File: src/design/sfd_params.svh
// Constants for the serial flash instruction decoder
`ifndef SFD_PARAMS_SVH
`define SFD_PARAMS_SVH
`define SFD_OP_READ      8'h03
`define SFD_OP_FREAD     8'h0b
`define SFD_OP_SE        8'h20
`define SFD_OP_BE        8'h52
`define SFD_OP_CE        8'h60
`define SFD_OP_BP        8'h02
`define SFD_OP_AUTO_INC  8'haf
`define SFD_OP_STAT_RD   8'h05
`define SFD_OP_STAT_WEN  8'h50
`define SFD_OP_STAT_WR   8'h01
`define SFD_OP_WL_SET    8'h06
`define SFD_OP_WL_CLR    8'h04
`define SFD_OP_ID_A      8'h90
`define SFD_OP_ID_B      8'hab
`define SFD_BIT_LAST     3'h7
`define SFD_CNT_MAX      3'h7
`define SFD_LEN_ONE      3'h1
`define SFD_LEN_TWO      3'h2
`define SFD_LEN_ADDR     3'h4
`define SFD_LEN_DATA     3'h5
`define SFD_IDX_OP       3'h0
`define SFD_IDX_A_LO     3'h3
`define SFD_IDX_DUMMY    3'h4
`define SFD_TOP_BIT      17
`define SFD_ADDR_W       18
`endif

File: src/design/sfd_pkg.sv
// Types for the serial flash instruction decoder
`include "sfd_params.svh"
package sfd_pkg;
  typedef enum logic [1:0]
  {
    SFD_IDLE   = 2'h0,
    SFD_RX     = 2'h1,
    SFD_STREAM = 2'h3,
    SFD_DEAD   = 2'h2
  } sfd_state_t;

  typedef struct packed
  {
    logic [7:0]               op;
    logic [`SFD_ADDR_W-1:0]   addr;
    logic [7:0]               data;
    logic                     has_addr;
  } sfd_entry_t;

  typedef struct packed
  {
    logic                     sck_m, sck_s, sck_d;
    logic                     cs_m, cs_s, cs_d;
    logic                     si_m, si_s;
    sfd_state_t               st;
    logic [2:0]               bit_cnt;
    logic [2:0]               byte_cnt;
    logic [7:0]               sh;
    logic [7:0]               op;
    logic [23:0]              addr;
    logic [7:0]               data;
    logic                     idsel;
    logic [7:0]               out_sh;
    logic [2:0]               out_cnt;
    logic [`SFD_ADDR_W-1:0]   rd_addr;
    logic                     so;
    logic                     oe;
    logic                     pend;
    sfd_entry_t [1:0]         fifo;
    logic [1:0]               cnt;
    logic                     vld;
  } sfd_state_reg_t;
endpackage

File: src/design/sfd_decoder.sv
// Serial flash instruction front end: framing, decode, read streaming
`timescale 1ns/100ps
`include "sfd_params.svh"
module sfd_decoder
  import sfd_pkg::*;
#(
  parameter logic [7:0] MAKER_ID  = 8'h5a, // Arbitrary value
  parameter logic [7:0] DEVICE_ID = 8'ha5  // Arbitrary value
)
(
  input  wire logic                   clock_in,        // 10 MHz clock
  input  wire logic                   srst_in,         // Sync reset, high
  input  wire logic                   sck_in,          // Serial clock pin
  input  wire logic                   cs_n_in,         // Select pin, low
  input  wire logic                   si_in,           // Serial data in
  output logic                        so_out,          // Serial data out
  output logic                        so_oe_out,       // Drive enable
  output logic [`SFD_ADDR_W-1:0]      rd_addr_out,     // Array read addr
  input  wire logic [7:0]             rd_data_in,      // Array read data
  input  wire logic [7:0]             status_in,       // Status byte
  output logic                        cmd_valid_out,   // Command ready
  input  wire logic                   cmd_ready_in,    // Executor takes it
  output logic [7:0]                  cmd_op_out,      // Command opcode
  output logic [`SFD_ADDR_W-1:0]      cmd_addr_out,    // Command address
  output logic [7:0]                  cmd_data_out,    // Command data
  output logic                        cmd_has_addr_out // Address present
);

  // ----------------------------------------------------------------
  // Decode helpers
  // ----------------------------------------------------------------
  function automatic logic len_ok(input logic [7:0] op,
                                  input logic [2:0] n);
    case (op)
      `SFD_OP_WL_SET, `SFD_OP_WL_CLR,
      `SFD_OP_STAT_WEN, `SFD_OP_CE: len_ok = (n == `SFD_LEN_ONE);
      `SFD_OP_STAT_WR:              len_ok = (n == `SFD_LEN_TWO);
      `SFD_OP_SE, `SFD_OP_BE:       len_ok = (n == `SFD_LEN_ADDR);
      `SFD_OP_BP:                   len_ok = (n == `SFD_LEN_DATA);
      `SFD_OP_AUTO_INC:             len_ok = (n == `SFD_LEN_TWO) ||
                                             (n == `SFD_LEN_DATA);
      default:                      len_ok = 1'b0;
    endcase
  endfunction

  function automatic logic is_id(input logic [7:0] op);
    is_id = (op == `SFD_OP_ID_A) || (op == `SFD_OP_ID_B);
  endfunction

  function automatic logic is_known(input logic [7:0] op);
    is_known = len_ok(op, `SFD_LEN_ONE) || len_ok(op, `SFD_LEN_TWO) ||
               len_ok(op, `SFD_LEN_ADDR) || len_ok(op, `SFD_LEN_DATA) ||
               is_id(op) || (op == `SFD_OP_READ) ||
               (op == `SFD_OP_FREAD) || (op == `SFD_OP_STAT_RD);
  endfunction

  sfd_state_reg_t r_reg;
  sfd_state_reg_t r_next;
  logic           sck_rise;
  logic           sck_fall;
  logic           cs_fall;
  logic           cs_rise;
  logic [7:0]     nb;

  // Edge detection on synchronised pins
  assign sck_rise = r_reg.sck_s & ~r_reg.sck_d;
  assign sck_fall = ~r_reg.sck_s & r_reg.sck_d;
  assign cs_fall  = ~r_reg.cs_s & r_reg.cs_d;
  assign cs_rise  = r_reg.cs_s & ~r_reg.cs_d;
  assign nb       = {r_reg.sh[6:0], r_reg.si_s};

  // ----------------------------------------------------------------
  // Next state
  // ----------------------------------------------------------------
  always_comb
  begin
    logic [7:0] src;
    src    = rd_data_in;
    r_next = r_reg;
    // Two-flop synchronisers, first stage read only by the second
    r_next.sck_m = sck_in;
    r_next.sck_s = r_reg.sck_m;
    r_next.sck_d = r_reg.sck_s;
    r_next.cs_m  = cs_n_in;
    r_next.cs_s  = r_reg.cs_m;
    r_next.cs_d  = r_reg.cs_s;
    r_next.si_m  = si_in;
    r_next.si_s  = r_reg.si_m;

    // Frame start; a pending command blocks it
    if (cs_fall && !r_reg.pend)
    begin
      r_next.st       = SFD_RX;
      r_next.bit_cnt  = 3'h0;
      r_next.byte_cnt = 3'h0;
    end
    else if (r_reg.st == SFD_RX && sck_rise)
    begin
      r_next.sh      = nb;
      r_next.bit_cnt = r_reg.bit_cnt + 3'h1;
      if (r_reg.bit_cnt == `SFD_BIT_LAST)
      begin
        if (r_reg.byte_cnt != `SFD_CNT_MAX)
          r_next.byte_cnt = r_reg.byte_cnt + 3'h1;
        if (r_reg.byte_cnt == `SFD_IDX_OP)
        begin
          r_next.op = nb;
          if (!is_known(nb))
            r_next.st = SFD_DEAD;
          else if (nb == `SFD_OP_STAT_RD)
            r_next.st = SFD_STREAM;
        end
        else if (r_reg.byte_cnt <= `SFD_IDX_A_LO)
        begin
          r_next.addr = {r_reg.addr[15:0], nb};
          r_next.data = nb;
          if (r_reg.byte_cnt == `SFD_IDX_A_LO)
          begin
            r_next.idsel   = nb[0];
            r_next.rd_addr = r_next.addr[`SFD_TOP_BIT:0];
            if (r_reg.op == `SFD_OP_READ || is_id(r_reg.op))
              r_next.st = SFD_STREAM;
          end
        end
        else if (r_reg.byte_cnt == `SFD_IDX_DUMMY)
        begin
          r_next.data = nb;
          if (r_reg.op == `SFD_OP_FREAD)
            r_next.st = SFD_STREAM;
        end
      end
    end
    else if (r_reg.st == SFD_STREAM && sck_fall)
    begin
      // Output byte source, chosen at each byte boundary
      if (r_reg.op == `SFD_OP_STAT_RD)
        src = status_in;
      else if (is_id(r_reg.op))
        src = r_reg.idsel ? DEVICE_ID : MAKER_ID;
      r_next.oe      = 1'b1;
      r_next.out_cnt = r_reg.out_cnt + 3'h1;
      if (r_reg.out_cnt == 3'h0)
      begin
        r_next.so     = src[7];
        r_next.out_sh = {src[6:0], 1'b0};
        if (is_id(r_reg.op))
          r_next.idsel = ~r_reg.idsel;
        else if (r_reg.op != `SFD_OP_STAT_RD)
          r_next.rd_addr = r_reg.rd_addr + 1'b1;
      end
      else
      begin
        r_next.so     = r_reg.out_sh[7];
        r_next.out_sh = {r_reg.out_sh[6:0], 1'b0};
      end
    end

    // Frame end: execute only whole, well-formed instructions
    if (cs_rise)
    begin
      r_next.st      = SFD_IDLE;
      r_next.oe      = 1'b0;
      r_next.out_cnt = 3'h0;
      if (r_reg.st == SFD_RX && r_reg.bit_cnt == 3'h0 &&
          len_ok(r_reg.op, r_reg.byte_cnt))
        r_next.pend = 1'b1;
    end

    // Two-entry buffer: pop the head, then load the pending command
    if (r_reg.cnt != 2'h0 && cmd_ready_in)
    begin
      r_next.fifo[0] = r_reg.fifo[1];
      r_next.cnt     = r_reg.cnt - 2'h1;
    end
    if (r_reg.pend && r_next.cnt != 2'h2)
    begin
      r_next.fifo[r_next.cnt[0]].op       = r_reg.op;
      r_next.fifo[r_next.cnt[0]].addr     = r_reg.addr[`SFD_TOP_BIT:0];
      r_next.fifo[r_next.cnt[0]].data     = r_reg.data;
      // Only frames long enough to carry three address bytes have one
      r_next.fifo[r_next.cnt[0]].has_addr = (r_reg.byte_cnt >=
                                             `SFD_LEN_ADDR);
      r_next.cnt  = r_next.cnt + 2'h1;
      r_next.pend = 1'b0;
    end
    r_next.vld = (r_next.cnt != 2'h0);
  end

  // State register
  always_ff @(posedge clock_in)
  begin
    if (srst_in)
    begin
      r_reg       <= '0;
      r_reg.cs_m  <= 1'b1;
      r_reg.cs_s  <= 1'b1;
      r_reg.cs_d  <= 1'b1;
      r_reg.st    <= SFD_IDLE;
    end
    else
      r_reg <= r_next;
  end

  // Outputs straight from the state register
  assign so_out           = r_reg.so;
  assign so_oe_out        = r_reg.oe;
  assign rd_addr_out      = r_reg.rd_addr;
  assign cmd_valid_out    = r_reg.vld;
  assign cmd_op_out       = r_reg.fifo[0].op;
  assign cmd_addr_out     = r_reg.fifo[0].addr;
  assign cmd_data_out     = r_reg.fifo[0].data;
  assign cmd_has_addr_out = r_reg.fifo[0].has_addr;

  // ----------------------------------------------------------------
  // Checks
  // ----------------------------------------------------------------
  chk_whole_bytes: assert property (
    @(posedge clock_in) disable iff (srst_in)
    $rose(r_reg.pend) |-> $past(r_reg.bit_cnt) == 3'h0)
    else $error("command issued mid byte");
  chk_start_fall: assert property (
    @(posedge clock_in) disable iff (srst_in)
    (r_reg.st != SFD_RX) ##1 (r_reg.st == SFD_RX) |-> $past(cs_fall))
    else $error("frame began without select fall");
  chk_msb_first: assert property (
    @(posedge clock_in) disable iff (srst_in)
    (r_reg.st == SFD_RX && sck_rise && !cs_fall && r_reg.bit_cnt == 3'h7
     && r_reg.byte_cnt == 3'h0) |=> r_reg.op[0] == $past(r_reg.si_s))
    else $error("opcode bit order wrong");
  chk_abort_mid: assert property (
    @(posedge clock_in) disable iff (srst_in)
    (cs_rise && r_reg.st == SFD_RX && r_reg.bit_cnt != 3'h0)
    |=> !r_reg.pend)
    else $error("partial byte executed");
  chk_auto_len: assert property (
    @(posedge clock_in) disable iff (srst_in)
    ($rose(r_reg.pend) && r_reg.op == `SFD_OP_AUTO_INC)
    |-> (r_reg.byte_cnt == 3'h2 || r_reg.byte_cnt == 3'h5))
    else $error("auto-increment program length wrong");
  chk_id_byte: assert property (
    @(posedge clock_in) disable iff (srst_in)
    (r_reg.st == SFD_STREAM && sck_fall && !cs_rise && r_reg.out_cnt == 3'h0
     && is_id(r_reg.op)) |=> r_reg.so ==
     ($past(r_reg.idsel) ? DEVICE_ID[7] : MAKER_ID[7]))
    else $error("identifier bit wrong");
  chk_read_wrap: assert property (
    @(posedge clock_in) disable iff (srst_in)
    (r_reg.st == SFD_STREAM && sck_fall && !cs_rise && r_reg.out_cnt == 3'h0
     && r_reg.op == `SFD_OP_READ && (&r_reg.rd_addr))
     |=> r_reg.rd_addr == '0)
    else $error("read address did not wrap");
  chk_fast_dummy: assert property (
    @(posedge clock_in) disable iff (srst_in)
    (r_reg.st == SFD_RX && sck_rise && !cs_fall && !cs_rise
     && r_reg.bit_cnt == 3'h7 && r_reg.byte_cnt == 3'h3
     && r_reg.op == `SFD_OP_FREAD) |=> r_reg.st == SFD_RX)
    else $error("fast read skipped its dummy byte");
  chk_status_rep: assert property (
    @(posedge clock_in) disable iff (srst_in)
    (r_reg.st == SFD_STREAM && sck_fall && !cs_rise && r_reg.out_cnt == 3'h0
     && r_reg.op == `SFD_OP_STAT_RD)
    |=> r_reg.so == $past(status_in[7]))
    else $error("status byte not repeated");
endmodule

File: config.mk
export PLATFORM = sky130hd
export DESIGN_NAME = sfd_decoder
export DESIGN_NICKNAME = d
export VERILOG_FILES = /design/src/design/sfd_pkg.sv /design/src/design/sfd_decoder.sv
export VERILOG_INCLUDE_DIRS = /design/src /design/src/design
export SDC_FILE = /design/constraint.sdc
export NUM_CORES = 1
export LEC_CHECK = 0
export BUFFER_PORTS_ARGS = -buffer_cell sky130_fd_sc_hd__buf_2
export CAP_MARGIN = 15
export CORE_ASPECT_RATIO = 0.8
export CORE_MARGIN = 5
export CORE_UTILIZATION = 50
export DETAILED_ROUTE_END_ITERATION = 10
export PLACE_DENSITY_LB_ADDON = 0.15
export SLEW_MARGIN = 20
export SYNTH_ARGS = -nofsm -noshare
export SYNTH_HDL_FRONTEND = slang
export SYNTH_SLANG_ARGS = --single-unit
export TNS_END_PERCENT = 100
File: constraint.sdc
create_clock -name clock_in -period 4.75 [get_ports clock_in]
set_input_delay 0 -clock clock_in [delete_from_list [all_inputs] [get_ports clock_in]]
set_output_delay 0 -clock clock_in [all_outputs]
set_load 0.01 [all_outputs]
==> impl_metrics.yaml <==
sta:
  slew_headroom_pct: 34.0
  skew_ps: 6.92
  rsz0062_at_grt: "no"
  setup_viol: 0
  fin_tns_setup_ps: 0
  worst_slew_pin_slew_ps: 989
  fin_crit_sh_pct: 69.0
  min_period_ps: 3280
  slew_violations: 0
  timing.fmax_mhz: 305
  finalHoldViolCount: 0
  fin_ws_ps: 1470
clocking:
  cts_buffer_depth: 2
  clk_pin_slew_ps: 60
  post-cts-setup-buffers: 0
  cts_sinks: 162
  insertion_delay_ps: 430
  cts_inserted_buffers: 17
  cts_tree: "built"
  htree_levels: 4
  cts_root_buf: "clkbuf_16"
worst_setup_path:
  endpoint_kind: "flip-flop"
  path_cells: "inv_1, ha_1, nand2b_2, buf_4, nand2_1, o21ai_0, ha_1, nand2b_1, or2_2, buf_4, nor2_1, a211oi_1"
  crit_path_start_kind: "flip-flop"
  crit_required_ps: 5090
  critPathMaxFanout: 50
  critPathSlowestCell: "buf_4"
  max_stage_delay_ps: 540
  cp.arrival_ps: 3620
  worstSetupPathType: "flip-flop to flip-flop"
die:
  core-area_mm2: 0.0151
  fp.dieH_um: 121
  die_width_um: 149
  rows: 40
  die-area_mm2: 0.0181
  io-pin-count: 78
  initial_core_util_pct: 51.4
pwr:
  p_leak_uw: 0.00349
  powerDensity_mw_per_mm2: 341
  ir_worst_vdd_mv: 0.258
logic_synthesis:
  synthArstFlopShare_pct: 0
  yosysWarnings: 0
  synth_nets: 961
  post-synth-top-count-cell: "dfxtp_1"
  ys_ff_latch: 162
  synthCells: 925
  yosys.area.top_type: "dfxtp_1"
  synth.cell_area_mm2: 0.00777
  ys_seq_area_share_pct: 41.8
  synthFlopType: "dfxtp_1"
  netlist-cell-type-count: 62
  synth_area_leaders: "dfxtp_1 42%, mux2i_1 8.1%, nand2_1 7.7%"
  synthTopCellsByCount: "162 x dfxtp_1, 159 x nand2_1, 97 x nor2_1"
  synth_edf_count: 0
  syn_avg_cell_area_um2: 8.40
  post-synth-top-area-fraction_pct: 41.8
drt:
  wl_per_cell_um: 15.8
  via_per_inst: 5.41
  drc: 0
  num_vias: 6170
  initialDrtViolationCount: 375
  postRouteAntennaNets: 0
  dr.pass1.iters: 4
  routed_wl_um: 18000
cells_and_area:
  syn2layout_area_growth_pct: 9.26
  nets: 953
  diodes: 0
  layout-drive-gt1-share_pct: 15.6
  largest_register_ffs: 93
place:
  dp_hpwl_um: 11600
  pre_cts_slack_ps: 1490
  portBuffers: 77
  gp_congestion: 0.780
global_route:
  grt_max_degree: 98
  antenna_found_initial: 0
  grt_pass1_vias: 5627
  grt_first_pass_wirelength_um: 29900
  overflow: 0
  track_usage_pct: 20.4
worst_hold_path:
  hp-class: "input port to flip-flop"
outcome:
  status: "complete, no violations"
job:
  cap_viol_max_count: 0
==> per-stage QoR <==
step                      instances  instance area [um2]  util (%)  hold WS [ps]  power, uW
after global routing           1140                 8490      56.1          46.6       2990
after detailed placement       1097                 7760      51.4           190       1510
after floorplan                 925                 7770         -           104       1480
final                          1140                 8490      56.1          40.1       2900
after global placement         1097                 7760      51.4           187       1510
after CTS                      1140                 8480      56.1          19.8       2920
==> cell type report <==
class	count	area (um2)
Sequential cell	162	3240
Clock inverter	14	175
Timing Repair Buffer	94	543
Tap cell	210	263
Multi-Input combinational cell	627	3780
Fill cell	1452	6630
Inverter	15	56.3
Clock buffer	18	429
==> repair_timing <==
action	CTS	global route
hold buffers	11	0
endpoints found under the setup margin	0	0
gates resized for setup	0	0
endpoints found under the hold margin	10	0
==> logic make-up (layout without fill, tap and decap cells) <==
kind of cell | count (synthesis) | after routing | share of synthesized area, %
adder cells (fa/ha/maj) | 14 | 14 | 2.26
XOR/XNOR | 7 | 7 | 0.789
AO/OA/AOI/OAI | 201 | 201 | 16.6
flip-flops | 162 | 162 | 41.8
buffers and inverters | 136 | 141 | 9.73
multiplexers | 63 | 63 | 8.12
AND/OR/NAND/NOR | 342 | 342 | 20.7
==> critical path: cells and delay by family (launching register included) <==
family / cells / cell delay, ps
and+or+nand+nor: 5 / 1000
DFF: 1 / 320
adders and majority gates: 2 / 370
AOI/OAI and AO/OA: 2 / 370
buffers and inverters: 3 / 1110
==> power breakdown <==
group	total, uW	switching [uW]	internal (uW)
Clock	1410	579	835
Sequential	1370	4.89	1370
Combinational	112	66.2	45.7
Total	2900	650	2250
==> path summary, 6_finish.rpt <==
check,slack [ps],endpoint,startpoint,cells after the start
setup / recovery,1470,cmd_op_out[5]$_SDFF_PP0_,r_reg[1]$_SDFF_PP0_,12
hold / removal,40,r_reg[99]$_SDFFE_PP0P_,status_in[1],3
setup reg to reg,1470,cmd_op_out[5]$_SDFF_PP0_,r_reg[1]$_SDFF_PP0_,12
hold reg to reg,420,r_next[164]$_SDFF_PP1_,r_next[165]$_SDFF_PP1_,1
==> cells in the final DEF, fill, tap and decap left out, types with 14 or more instances in the layout <==
master     Yosys  final
a211oi_1      38     38
a21oi_1       81     81
buf_2         19     76
clkbuf_16      0     17
dfxtp_1      162    162
ha_1          14     14
inv_1         15     15
mux2i_1       63     63
nand2_1      159    159
nor2_1        97     97
o21ai_0       29     29
==> per-layer routing <==
metal	part of all wire, %	wire [um]	global-route usage (%)
met1	53	9500	31.2
met2	41	7410	28.4
met5	0	0	0
met4	0.97	175	6.23
met3	5.2	931	4.14
Power figures use the tool's default switching activity.
